--- src/hdl/adsp_pkg.sv ---
// Package with register offsets, field layouts, reset values and types of the strobe port.
package adsp_pkg;

	// ------------------------------------------------------------------
	// Register offsets
	// ------------------------------------------------------------------
	localparam logic [7:0] OFF_PORT2_EXT_POLARITY    = 8'hAE;
	localparam logic [7:0] OFF_STROBE_CTRL_LOW_PINS  = 8'hC2;
	localparam logic [7:0] OFF_STROBE_CTRL_HIGH_PINS = 8'hC3;
	localparam logic [7:0] OFF_AUX_PORT_DATA         = 8'hD8;
	// Base address registers: pin n high byte at BASE + 2n, low byte at BASE + 2n + 1.
	localparam logic [7:0] OFF_BASE_ADDR_FIRST       = 8'hE0;

	// ------------------------------------------------------------------
	// Reset values
	// ------------------------------------------------------------------
	localparam logic [7:0] RST_CTRL      = 8'h00;
	localparam logic [7:0] RST_POLARITY  = 8'h00;
	localparam logic [7:0] RST_BASE      = 8'h00;
	localparam logic [7:0] RST_PORT_DATA = 8'hFF;

	// ------------------------------------------------------------------
	// Field layout
	// ------------------------------------------------------------------
	localparam int NUM_PINS        = 4;
	localparam int POL_LSB         = 4;
	localparam int PIN_FIELD_WIDTH = 4;
	localparam int FUNC_LSB        = 2;
	localparam int CMP_LSB         = 0;
	localparam logic [7:0] POL_WRITE_MASK  = 8'hFC;
	localparam logic [7:0] DATA_WRITE_MASK = 8'h0F;

	// ------------------------------------------------------------------
	// Types
	// ------------------------------------------------------------------
	typedef enum logic [1:0] {
		FUNC_GPIO  = 2'h0,
		FUNC_READ  = 2'h1,
		FUNC_WRITE = 2'h2,
		FUNC_BOTH  = 2'h3
	} adsp_func_t;

	typedef enum logic [1:0] {
		CMP_FULL  = 2'h0,
		CMP_A15_1 = 2'h1,
		CMP_A15_2 = 2'h2,
		CMP_A15_8 = 2'h3
	} adsp_cmp_t;

	typedef struct packed {
		adsp_func_t func;
		adsp_cmp_t  cmp;
		logic       polarity;
		logic       data;
		logic [15:0] base;
	} adsp_pin_cfg_t;

	typedef struct packed {
		logic        rd_strobe;
		logic        wr_strobe;
		logic [15:0] addr;
	} adsp_access_t;

endpackage

--- src/hdl/adsp_pin.sv ---
// One strobe port pin: address window compare and output selection.
`timescale 1ns/1ps
module adsp_pin (
	input  wire adsp_pkg::adsp_pin_cfg_t cfg_in,
	input  wire adsp_pkg::adsp_access_t  acc_in,
	output logic                         next_pin_out
);
	logic [15:0] mask;
	logic        hit;
	logic        active;

	always_comb begin
		unique case (cfg_in.cmp)
			adsp_pkg::CMP_FULL:  mask = 16'hFFFF;
			adsp_pkg::CMP_A15_1: mask = 16'hFFFE;
			adsp_pkg::CMP_A15_2: mask = 16'hFFFC;
			adsp_pkg::CMP_A15_8: mask = 16'hFF00;
		endcase
	end

	assign hit = ((acc_in.addr ^ cfg_in.base) & mask) == 16'h0000;

	always_comb begin
		unique case (cfg_in.func)
			adsp_pkg::FUNC_GPIO:  active = 1'b0;
			adsp_pkg::FUNC_READ:  active = hit & acc_in.rd_strobe;
			adsp_pkg::FUNC_WRITE: active = hit & acc_in.wr_strobe;
			adsp_pkg::FUNC_BOTH:  active = hit & (acc_in.rd_strobe | acc_in.wr_strobe);
		endcase
	end

	// Polarity bit set gives an active-high strobe; cleared gives active low.
	always_comb begin
		if (cfg_in.func == adsp_pkg::FUNC_GPIO) begin
			next_pin_out = cfg_in.data;
		end else begin
			next_pin_out = cfg_in.polarity ? active : ~active;
		end
	end
endmodule // adsp_pin

--- src/hdl/adsp_top.sv ---
// Top of the address-decoded strobe port: register file and four pin drivers.
`timescale 1ns/1ps
module adsp_top (
	input  wire logic        clk_in,
	input  wire logic        rst_n_in,
	input  wire logic [7:0]  sfr_addr_in,
	input  wire logic        sfr_wr_in,
	input  wire logic        sfr_rd_in,
	input  wire logic [7:0]  sfr_wdata_in,
	output logic      [7:0]  sfr_rdata_out,
	output logic             sfr_hit_out,
	input  wire logic [15:0] ext_addr_in,
	input  wire logic        ext_rd_in,
	input  wire logic        ext_wr_in,
	input  wire logic [3:0]  aux_pin_in,
	output logic      [3:0]  aux_pin_out,
	output logic      [3:0]  aux_pin_oe_out
);

	// ------------------------------------------------------------------
	// Reset release
	// ------------------------------------------------------------------
	logic rst_sync1;
	logic rst_n;

	always_ff @(posedge clk_in or negedge rst_n_in) begin
		if (!rst_n_in) begin
			rst_sync1 <= 1'b0;
			rst_n     <= 1'b0;
		end else begin
			rst_sync1 <= 1'b1;
			rst_n     <= rst_sync1;
		end
	end

	// ------------------------------------------------------------------
	// Registers
	// ------------------------------------------------------------------
	logic [7:0] strobe_ctrl_low_pins;
	logic [7:0] strobe_ctrl_high_pins;
	logic [7:0] port2_ext_polarity;
	logic [7:0] aux_port_data;
	logic [7:0] base_addr_high [adsp_pkg::NUM_PINS];
	logic [7:0] base_addr_low  [adsp_pkg::NUM_PINS];

	logic       base_sel;
	logic [2:0] base_idx;
	logic [7:0] base_offset;

	assign base_offset = sfr_addr_in - adsp_pkg::OFF_BASE_ADDR_FIRST;
	assign base_sel    = (sfr_addr_in >= adsp_pkg::OFF_BASE_ADDR_FIRST) && (base_offset < 8'h08);
	assign base_idx    = base_offset[2:0];

	always_ff @(posedge clk_in or negedge rst_n) begin
		if (!rst_n) begin
			strobe_ctrl_low_pins  <= adsp_pkg::RST_CTRL;
			strobe_ctrl_high_pins <= adsp_pkg::RST_CTRL;
		end else if (sfr_wr_in) begin
			if (sfr_addr_in == adsp_pkg::OFF_STROBE_CTRL_LOW_PINS) begin
				strobe_ctrl_low_pins <= sfr_wdata_in;
			end
			if (sfr_addr_in == adsp_pkg::OFF_STROBE_CTRL_HIGH_PINS) begin
				strobe_ctrl_high_pins <= sfr_wdata_in;
			end
		end
	end

	// Bits 1:0 are held at zero by hardware so a careless write cannot set them.
	always_ff @(posedge clk_in or negedge rst_n) begin
		if (!rst_n) begin
			port2_ext_polarity <= adsp_pkg::RST_POLARITY;
		end else if (sfr_wr_in && sfr_addr_in == adsp_pkg::OFF_PORT2_EXT_POLARITY) begin
			port2_ext_polarity <= sfr_wdata_in & adsp_pkg::POL_WRITE_MASK;
		end
	end

	// Reserved upper bits stay at one, matching the all-ones reset value.
	always_ff @(posedge clk_in or negedge rst_n) begin
		if (!rst_n) begin
			aux_port_data <= adsp_pkg::RST_PORT_DATA;
		end else if (sfr_wr_in && sfr_addr_in == adsp_pkg::OFF_AUX_PORT_DATA) begin
			aux_port_data <= (sfr_wdata_in & adsp_pkg::DATA_WRITE_MASK) | ~adsp_pkg::DATA_WRITE_MASK;
		end
	end

	always_ff @(posedge clk_in or negedge rst_n) begin
		if (!rst_n) begin
			for (int i = 0; i < adsp_pkg::NUM_PINS; i++) begin
				base_addr_high[i] <= adsp_pkg::RST_BASE;
				base_addr_low[i]  <= adsp_pkg::RST_BASE;
			end
		end else if (sfr_wr_in && base_sel) begin
			if (base_idx[0]) begin
				base_addr_low[base_idx[2:1]] <= sfr_wdata_in;
			end else begin
				base_addr_high[base_idx[2:1]] <= sfr_wdata_in;
			end
		end
	end

	// ------------------------------------------------------------------
	// Read side
	// ------------------------------------------------------------------
	logic [7:0] next_rdata;
	logic       next_hit;

	// Port data reads return the pin levels in the low nibble, as a standard port does.
	always_comb begin
		next_hit   = 1'b1;
		next_rdata = 8'h00;
		if (base_sel) begin
			next_rdata = base_idx[0] ? base_addr_low[base_idx[2:1]] : base_addr_high[base_idx[2:1]];
		end else begin
			unique case (sfr_addr_in)
				adsp_pkg::OFF_STROBE_CTRL_LOW_PINS:  next_rdata = strobe_ctrl_low_pins;
				adsp_pkg::OFF_STROBE_CTRL_HIGH_PINS: next_rdata = strobe_ctrl_high_pins;
				adsp_pkg::OFF_PORT2_EXT_POLARITY:    next_rdata = port2_ext_polarity;
				adsp_pkg::OFF_AUX_PORT_DATA:         next_rdata = {aux_port_data[7:4], aux_pin_in};
				default:                             next_hit   = 1'b0;
			endcase
		end
	end

	always_ff @(posedge clk_in or negedge rst_n) begin
		if (!rst_n) begin
			sfr_rdata_out <= 8'h00;
			sfr_hit_out   <= 1'b0;
		end else begin
			sfr_rdata_out <= sfr_rd_in ? next_rdata : 8'h00;
			sfr_hit_out   <= sfr_rd_in & next_hit;
		end
	end

	// ------------------------------------------------------------------
	// Pin drivers
	// ------------------------------------------------------------------
	adsp_pkg::adsp_access_t  acc;
	adsp_pkg::adsp_pin_cfg_t cfg [adsp_pkg::NUM_PINS];
	logic [15:0]             ctrl_pair;
	logic [3:0]              next_pin;

	assign acc.rd_strobe = ext_rd_in;
	assign acc.wr_strobe = ext_wr_in;
	assign acc.addr      = ext_addr_in;
	assign ctrl_pair     = {strobe_ctrl_high_pins, strobe_ctrl_low_pins};

	for (genvar g = 0; g < adsp_pkg::NUM_PINS; g++) begin : g_pin
		assign cfg[g].func     = adsp_pkg::adsp_func_t'(ctrl_pair[g*adsp_pkg::PIN_FIELD_WIDTH+adsp_pkg::FUNC_LSB +: 2]);
		assign cfg[g].cmp      = adsp_pkg::adsp_cmp_t'(ctrl_pair[g*adsp_pkg::PIN_FIELD_WIDTH+adsp_pkg::CMP_LSB +: 2]);
		assign cfg[g].polarity = port2_ext_polarity[adsp_pkg::POL_LSB+g];
		assign cfg[g].data     = aux_port_data[g];
		assign cfg[g].base     = {base_addr_high[g], base_addr_low[g]};

		adsp_pin u_pin (
			.cfg_in       (cfg[g]),
			.acc_in       (acc),
			.next_pin_out (next_pin[g])
		);
	end

	// Registering the pins adds one cycle; the core keeps its strobe up longer than that.
	always_ff @(posedge clk_in or negedge rst_n) begin
		if (!rst_n) begin
			aux_pin_out    <= 4'hF;
			aux_pin_oe_out <= 4'h0;
		end else begin
			aux_pin_out <= next_pin;
			for (int i = 0; i < adsp_pkg::NUM_PINS; i++) begin
				// Mode 0 drives only a low level; the pull-up gives the high, like a standard port.
				aux_pin_oe_out[i] <= (cfg[i].func != adsp_pkg::FUNC_GPIO) | ~next_pin[i];
			end
		end
	end
endmodule // adsp_top

--- config.mk ---
export PLATFORM = sky130hd
export DESIGN_NAME = adsp_top
export DESIGN_NICKNAME = d
export VERILOG_FILES = /design/src/hdl/adsp_pkg.sv /design/src/hdl/adsp_pin.sv /design/src/hdl/adsp_top.sv
export SDC_FILE = /design/constraint.sdc
export NUM_CORES = 1
export LEC_CHECK = 0
export BUFFER_PORTS_ARGS = -buffer_cell sky130_fd_sc_hd__clkbuf_2
export CAP_MARGIN = 20
export CORE_ASPECT_RATIO = 2
export CORE_UTILIZATION = 30
export DETAILED_ROUTE_END_ITERATION = 10
export GPL_ROUTABILITY_DRIVEN = 0
export MAX_ROUTING_LAYER = met4
export PLACE_DENSITY = 0.48
export SLEW_MARGIN = 25
export SYNTH_ARGS = -nofsm -noshare
export SYNTH_HDL_FRONTEND = slang
export SYNTH_SLANG_ARGS = --single-unit
--- constraint.sdc ---
create_clock -name clk_in -period 9.05 [get_ports clk_in]
set_input_delay 0.4525 -clock clk_in [delete_from_list [all_inputs] [get_ports clk_in]]
set_output_delay 0.4525 -clock clk_in [all_outputs]
set_load 0.05 [all_outputs]
==> results of run 1 <==
[cell usage in the layout, fill, tap and decap left out, types with 3 or more instances in the layout]
cell type | synthesis | layout
dfrtp_1 | 101 | 100
mux2_2 | 98 | 98
clkbuf_2 | 0 | 58
xor2_1 | 34 | 34
xnor2_1 | 31 | 31
mux4_2 | 14 | 14
nand2_1 | 12 | 12
nor4_1 | 13 | 12
nor2_1 | 9 | 9
clkbuf_16 | 0 | 9
mux2_4 | 8 | 8
dfstp_2 | 8 | 8
a21boi_0 | 5 | 5
o21ai_0 | 5 | 5
and3_1 | 5 | 5
nand4_1 | 5 | 5
a221oi_1 | 4 | 4
a21oi_1 | 4 | 4
a22oi_1 | 4 | 4
nand3_1 | 4 | 4
nor2b_1 | 4 | 4
nand2b_1 | 4 | 4
o31ai_1 | 4 | 4
mux2i_1 | 3 | 3
a222oi_1 | 3 | 3
nor2_2 | 3 | 3
[final timing paths]
| path | to | slack [ps] | cells past startpoint |
|---|---|---|---|
| hold reg to reg | base_addr_high[16] | 290 | 0 |
| min in group clk_in | rst_n | 360 | 0 |
| setup reg to reg | aux_pin_out[2] | 6850 | 5 |
| max in group asynchronous | sfr_hit_out | 7690 | 1 |
| setup / recovery | sfr_rdata_out[3] | 6320 | 6 |
| hold / removal | base_addr_high[16] | 290 | 0 |
[state kept, by name, summed over array words and instances, names as in the netlist, 4 cells and up]
signal and cells:
aux_pin_out 4, base_addr_high 32, aux_port_data 4, aux_pin_oe_out 4, strobe_ctrl_high_pins 8, strobe_ctrl_low_pins 8, base_addr_low 32, sfr_rdata_out 8
port2_ext_polarity 6
[synth_stat cells, drive strengths merged]
library cell  instances  share of area (%)
o2bb2ai               2               0.30
conb                  1              0.064
or2                   1               0.11
ha                    1               0.21
nand4b                1               0.15
a22o                  2               0.30
nand2                14                1.1
a221oi                4               0.60
nand2b                4               0.43
a32o                  2               0.34
or3                   1               0.11
a21oi                 4               0.34
dfstp                 8                3.6
dfrtp               101                 43
xnor2                31                4.6
and4b                 1               0.17
clkbuf               11               0.70
a22oi                 4               0.51
nor2b                 4               0.43
a21boi                5               0.64
inv                   2               0.13
nor3                  1               0.28
nor4                 15                2.1
o31a                  2               0.30
nor2                 12               0.90
mux4                 14                5.4
and2                  1               0.15
o21ai                 5               0.43
o31ai                 4               0.51
nor4b                 1               0.41
and3                  5               0.53
a222oi                3               0.51
o41a                  1               0.19
a32oi                 3               0.58
xor2                 34                5.1
nand3                 5               0.64
and2b                 1               0.15
and4                  2               0.30
mux2i                 3               0.51
mux2                106                 21
nor4bb                1               0.17
nand4                 5               0.53
buf                  14                1.5
[cell type report]
cell class | count | area (sq um) | area share, %
clock buffer | 9 | 225.2 | 3.366
clock inverter | 7 | 73.82 | 1.103
inverter | 2 | 7.507 | 0.1122
multi-input combinational | 306 | 2992 | 44.72
sequential | 109 | 2741 | 40.98
tap | 259 | 324.1 | 4.844
timing repair buffer | 62 | 326.6 | 4.881
[report_power, final]
part | total (W) | internal [W] | switching (W)
sequential | 0.000518 | 0.000503 | 0.0000148
combinational | 0.000114 | 0.0000429 | 0.0000713
clock | 0.000406 | 0.000196 | 0.000210
total | 0.00104 | 0.000743 | 0.000296
[metal layers]
metal / up-vias / track usage, %
met5: - / -
met4: 0 / 13.15
met3: 38 / 2.553
met2: 93 / 35.72
met1: 1943 / 18.26
li1: 1714 / -
[what timing repair did]
action / CTS / global route
buffers inserted: 0 / 0
endpoints found under the hold margin: 2 / 0
hold buffers: 1 / 0
gates resized for setup: 0 / 0
[worst reg2reg max path: cells and delay by family (launching register included)]
family          cells  cell delay (ps)
flops               1              440
xor+xnor            1              190
compound gates      2              520
simple gates        2              970
[per-stage QoR]
step / cells / cell area (sq um) / hold slack, ps / utilization (%) / worst slack, ps
2_1_floorplan: 442 / 5861 / 156.9 / - / 5803
4_1_cts: 754 / 6686 / 304.0 / 34.68 / 6269
3_5_place_dp: 737 / 6377 / 242.7 / 33.08 / 5861
5_1_grt: 754 / 6690 / 326.5 / 34.70 / 6253
6_report: 754 / 6690 / 287.5 / 34.70 / 6323
3_3_place_gp: 737 / 6377 / 239.7 / 33.08 / 5808
[kinds of logic (layout without fill, tap and decap cells)]
logic type,after synthesis,after routing,synth area share [%]
buf+inv,27,80,2.348
fa+ha+maj,1,1,0.2135
flops,109,109,46.71
simple gates,75,75,8.625
xor+xnor,65,65,9.714
compound gates,41,41,5.551
mux,123,123,26.77
other cells,1,1,0.06399
==> results.md, run 1 <==
* Outcome: completed
* Min Clock Period, post-route at 2727 ps
* #FFs+latches synth at 109
* 1st-pass router iterations at 4
* Mapped Cells at 442
* First-pass GRT wire length at 26170 microns
* Worst Skew at 15.18 ps
* Mapped Area at 5861 sq um
* Worst Max-Slew Pin Slew at 896.5 ps
* RSZ-0062 raised after global routing: no
* Yosys Warn Count at 0
* Wire length per cell at 23.57 microns
* Max VDD drop at 0.08514 mV
* Port Buffers at 58
* Die height at 199.7 microns
* Max Cap Viol at 0
* CP top delay family: compound AO/OA/AOI/OAI gates
* Fillers at 1976
* Worst r2r src: base_addr_high[9]
* Vias in the first global route at 4139
* Final Hold Viols at 0
* Syn-to-layout area delta at 14.15%
* Ports at 59
* Crit-path cells: clkbuf_2, nor2_1, and4_1, a222oi_1, o21ai_0, and3_1
* CP arrival at 3000 ps
* Slew Viols, Final at 0
* Distinct cells, synth at 53
* DR top layer: met4
* Buf/Inv on CP at 1
* Leak Pwr at 3.080 nW
* Power Dens Cells at 155.2 nW/um^2
* Crit. End Element: register
* CP startpoint kind: input port
* Critical Path Source: sfr_addr_in[1]
* Largest net degree at the start of global routing at 74
* Core area at 19280 sq um
* Initial antenna violation count at 0
* Seq/Total Area, Yosys at 46.71%
* Total CTS buffers at 9
* Final TNS setup at 0 ps
* Rel. slew slack at 40.23%
* Root Buffer: clkbuf_16
* HP Class: reg2async
* Metal3 WL at 533 microns
* Initial detailed-routing violation count at 83
* Clock latency on the worst-skew pair at 370 ps
* Vias per cell at 5.024
* DR DRC count at 0
* Rows at 72
* Clock slew at reported path FFs at 90 ps
* Die X at 100.8 microns
* Final setup vio count at 0
* Die ar. at 20130 sq um
* Avg Inst Size Synth at 13.26 sq um
* Tcrit/Tclk final at 30.14%
* Max incr delay on CP at 670 ps
* Post-detail-place hpwl at 13630 microns
* Final wirelength at 17770 microns
* Fin nets at 533
* Total GRT Usage at 19.35%
* Post-synthesis net count at 485
* CTS tree: built
* Design Power at 0.001039 W
* Critical Path RT at 9320 ps
* Cell type of the slowest stage on the worst timing path: a222oi_1
* Antenna Cells at 0
* Remaining antenna violation count at 0
* Via count at 3788
* Initial Util at 30.40%
* Layout cells sized above 1 at 44.65%
* Met2 WL at 10080 microns
* Critical path peak fanout at 26
* DRT met1 WL at 6022 microns
* H-tree depth at 3
* Critical path type: in2reg
* Worst-case clock buffer depth at 2
* CTS Sinks at 109
* Achievable Freq at 0.3666 GHz
* Remaining Overflow, GRT at 0
Power figures use the tool's default switching activity.
==> run 2: changes to the inputs <==
Settings changed: PLACE_DENSITY 0.48 to 0.5.
Clock period 9.05 ns to 2.2 ns, I/O delays scaled along.
==> run 2 against run 1 <==
Cell area grew 3.4%. Final cell count up 2.4%. Sequential power grew to 4.1 times the previous value. First-iteration DRC count is 96% higher. Global-route usage is 0.27 points lower. Via count rose by 3.2%. Clock-buffer cell count grew 1. Combinational power grew to 4.3 times the previous value. Utilization grew 1.2 points. Non-clock buffer count up 19. Critical path depth down 1. Clock skew shrank 5.7 ps. Critical path type is now reg2reg. Critical endpoint is now aux_pin_out[2]. Largest cell class unchanged. Largest power group unchanged. Highest routed layer unchanged.
==> results.md, run 2 (same netlist as run 1, synthesis figures left out) <==
* Fin nets at 552
* Final TNS setup at 0 ps
* Worst Max-Slew Pin Slew at 683.7 ps
* R2r worst-path depth at 5
* Vias in the first global route at 4297
* Syn-to-layout area delta at 18.08%
* Min Clock Period, post-route at 2050 ps
* Final hold slack at 63.14 ps
* Via count at 3908
* Total CTS buffers at 9
* Critical path peak fanout at 3
* Crit-path cells: xor2_1, nor4_1, a32oi_1, o31a_1, o31ai_1
* Root Buffer: clkbuf_16
* CP arrival at 2290 ps
* Post-detail-place hpwl at 13390 microns
* Critical path type: reg2reg
* Rows at 72
* Die ar. at 20130 sq um
* Most common cell after layout, fill and taps aside: dfrtp_1
* Initial Util at 30.40%
* Initial detailed-routing violation count at 163
* Die height at 199.7 microns
* Port Buffers at 58
* Worst Skew at 9.434 ps
* 1st-pass router iterations at 4
* Switching pwr at 0.001129 W
* Max incr delay on CP at 480 ps
* DR DRC count at 0
* Combinational Power Share at 11.5%
* Antenna Cells at 0
* CP top delay family: compound AO/OA/AOI/OAI gates
* Total GRT Usage at 19.08%
* Remaining antenna violation count at 0
* Power Dens Cells at 617.6 nW/um^2
* Layout cells sized above 1 at 46.39%
* Buf/Inv on CP at 0
* Crit. End Element: register
* HP Class: in2async
* Vias per cell at 5.062
* Core area at 19280 sq um
* Wire length per cell at 22.35 microns
* Slew Viols, Final at 0
* Tcrit/Tclk final at 93.18%
* Max VDD drop at 0.3092 mV
* Sw Ratio at 26.41%
* Worst-case clock buffer depth at 2
* Clock slew at reported path FFs at 80 ps
* Fillers at 1956
* Achievable Freq at 0.4878 GHz
* Int Power at 0.003145 W
* RSZ-0062 raised after global routing: no
* Most frequent cells in the layout: 100 x dfrtp_1, 98 x mux2_2, 58 x clkbuf_2
* Final setup vio count at 0
* Cell type of the slowest stage on the worst timing path: nor4_1
* Critical Path RT at 2440 ps
* H-tree depth at 3
* Ports at 59
* Initial antenna violation count at 0
* Remaining Overflow, GRT at 0
* Post-CTS Setup Bufs at 0
* CP startpoint kind: register
* Final wirelength at 17250 microns
* Largest net degree at the start of global routing at 108
* Registers with the most flip-flops: base_addr_high (32), base_addr_low (32)
* Max Cap Viol at 0
* CTS Sinks at 109
* CTS tree: built
* Clock power share at 38.8%
* Clock latency on the worst-skew pair at 360 ps
* Rel. slew slack at 54.00%
* Final Hold Viols at 0
* Register share of total power at 49.6%
* Die X at 100.8 microns
* Outcome: completed
* First-pass GRT wire length at 26410 microns
* Leak Pwr at 3.191 nW
* WP depth at 5
==> run 2: layer usage <==
layer | up-vias | track usage (%) | wire, microns
met5 | - | - | 0
met2 | 84 | 35.95 | 10000
li1 | 1758 | - | -
met4 | 0 | 10.04 | 790
met1 | 2034 | 18.53 | 6058
met3 | 32 | 2.588 | 397
==> run 2: path summary, 6_finish.rpt <==
path	from	endpoint	slack, ps
setup / recovery	base_addr_low[10]	aux_pin_out[2]	150
max in group asynchronous	rst_n	sfr_rdata_out[1]	1340
hold reg to reg	rst_sync1	rst_n	360
hold / removal	rst_n_in	rst_n	60
min in group clk_in	aux_pin_in[0]	sfr_rdata_out[0]	80
setup reg to reg	base_addr_low[10]	aux_pin_out[2]	150
==> run 2: final cells by class <==
cell class              count  area, sq um  area share [%]
inverters                   2        7.507          0.1085
clock buffers              10        229.0           3.309
repair buffers             81        565.5           8.172
clock inverters             5        61.31          0.8859
flip-flops and latches    109         2741           39.61
well taps                 259        324.1           4.683
multi-input cells         306         2992           43.23
==> run 2: metrics by stage <==
| step | util (%) | power, W | instance area [sq um] | setup slack, ps | instances |
|---|---|---|---|---|---|
| finish | 35.90 | 0.004274 | 6920 | 150.1 | 772 |
| global route | 35.90 | 0.004429 | 6920 | 43.02 | 772 |
| CTS | 35.90 | 0.004321 | 6920 | 153.9 | 772 |
| detailed placement | 34.34 | 0.002659 | 6620 | 94.93 | 756 |
| global placement | 34.34 | 0.002654 | 6620 | 103.9 | 756 |
| floorplan | - | 0.002459 | 5862 | 314.8 | 442 |
==> run 2: what timing repair did <==
action	in CTS	in global routing
gates resized for setup	0	0
hold endpoints to repair	2	0
hold buffers	1	0
==> run 2: power by group through the flow <==
stage	registers [W]	clock network [W]	logic (W)
2_1_floorplan	0.00222	0	0.000239
3_3_place_gp	0.00216	0	0.000495
3_5_place_dp	0.00216	0	0.000499
4_1_cts	0.00212	0.00170	0.000501
5_1_grt	0.00213	0.00177	0.000532
6_report	0.00212	0.00166	0.000493
==> run 3: changes to the inputs <==
Settings changed: PLACE_DENSITY 0.5 to 0.49, SKIP_CTS_REPAIR_TIMING set to 1.
==> run 3 against run 2 <==
Combinational power fell by 0.8%. Critical path type unchanged. Clock power up 9.6%. Highest routed layer unchanged. Sequential share of layout area is 0.47 points lower. Power is 3.9% higher. Largest power group unchanged. Largest cell class unchanged.
==> results.md, run 3 (same netlist as run 1, synthesis figures left out) <==
* Antenna Cells at 0
* Post-route cell area at 7004 sq um
* CP arrival at 2260 ps
* Buf/Inv on CP at 1
* Power Dens Cells at 633.8 nW/um^2
* Fillers at 1957
* Final wirelength at 17550 microns
* Min Clock Period, post-route at 2002 ps
* Max VDD drop at 0.3447 mV
* Total GRT Usage at 19.48%
* Worst Skew at 11.89 ps
* Vias per cell at 5.018
* Final Hold Viols at 0
* Die X at 100.8 microns
* Outcome: completed
* Clock slew at reported path FFs at 70 ps
* First-pass GRT wire length at 26720 microns
* Leak Pwr at 3.245 nW
* Syn-to-layout area delta at 19.51%
* Critical path type: reg2reg
* HP Class: in2async
* Final hold slack at 69.44 ps
* Crit. End Element: register
* Rows at 72
* Fin nets at 558
* Multi-input combinational cell area at 2992 sq um
* Ports at 59
* Remaining antenna violation count at 0
* Initial antenna violation count at 0
* Die ar. at 20130 sq um
* Final core occ at 36.33%
* 1st-pass router iterations at 4
* Max incr delay on CP at 510 ps
* CTS Sinks at 109
* Worst-case clock buffer depth at 2
* Most frequent cells in the layout: 100 x dfrtp_1, 98 x mux2_2, 58 x clkbuf_2
* Cell type of the slowest stage on the worst timing path: nor4_1
* Die height at 199.7 microns
* Critical path peak fanout at 3
* Rel. slew slack at 64.10%
* DR DRC count at 0
* Layout cells sized above 1 at 46.92%
* Port Buffers at 58
* Registers with the most flip-flops: base_addr_high (32), base_addr_low (32)
* Remaining Overflow, GRT at 0
* Total CTS buffers at 9
* H-tree depth at 3
* Critical Path RT at 2450 ps
* Final TNS setup at 0 ps
* Most common cell after layout, fill and taps aside: dfrtp_1
* Initial Util at 30.40%
* Initial detailed-routing violation count at 126
* Slew Viols, Final at 0
* Final setup vio count at 0
* Placement Cell Area at 6665 sq um
* Worst Max-Slew Pin Slew at 533.6 ps
* RSZ-0062 raised after global routing: no
* Post-detail-place hpwl at 13860 microns
* FF/Latch Area at 2741 sq um
* Achievable Freq at 0.4995 GHz
* CTS tree: built
* Max Cap Viol at 0
* Largest net degree at the start of global routing at 39
* Via count at 3909
* Core area at 19280 sq um
* Crit-path cells: xor2_1, nor4_1, buf_4, nand3_1, o31a_1, o31ai_1
* Root Buffer: clkbuf_16
* CP top delay family: simple AND/OR/NAND/NOR gates
* Wire length per cell at 22.52 microns
* Tcrit/Tclk final at 91.00%
* CP startpoint kind: register
* Vias in the first global route at 4435
* Clock latency on the worst-skew pair at 360 ps
## run 3: path summary, 6_finish.rpt
kind	to	start	cells after the start	slack (ps)
max	aux_pin_out[2]	base_addr_high[13]	6	200
max reg2reg	aux_pin_out[2]	base_addr_high[13]	6	200
min reg2reg	base_addr_high[6]	rst_n	0	310
min in group clk_in	sfr_rdata_out[0]	aux_pin_in[0]	3	90
max in group asynchronous	aux_pin_out[1]	rst_n	1	1200
min	rst_sync1	rst_n_in	2	70
## run 3: final cells by class
type	instances	area share (%)
tap	259	4.627
clock inverter	3	0.9825
inverter	2	0.1072
sequential	109	39.14
multi-input combinational	306	42.71
clock buffer	13	3.716
timing repair buffer	87	8.717
## run 3: worst register-to-register path: cells and delay by family (launching register included)
kind | cells | cell delay (ps)
buffers and inverters | 1 | 210
AOI/OAI and AO/OA | 2 | 500
and+or+nand+nor | 2 | 610
DFF | 1 | 410
xor gates and xnor gates | 1 | 180
## run 3: routing by layer
metal	track usage [%]	vias to the layer above	share of wire, %
li1	-	1765	-
met1	18.38	1967	33
met2	35.08	126	56
met3	2.728	51	3.3
met4	14.81	0	7.4
met5	-	-	0
## run 3: power breakdown
part | switching [W] | leakage [nW] | internal, W | total [W]
clock network | 0.000752 | 0.160 | 0.00107 | 0.00182
logic | 0.000295 | 1.62 | 0.000194 | 0.000489
registers | 0.0000624 | 1.46 | 0.00207 | 0.00213
## run 3: through the flow
stage,cells,total power (W),worst slack (ps)
2_1_floorplan,442,0.002459,314.8
3_3_place_gp,762,0.002661,103.3
3_5_place_dp,762,0.002668,89.97
4_1_cts,778,0.004503,163.3
5_1_grt,779,0.004623,84.98
6_report,779,0.004439,198.0
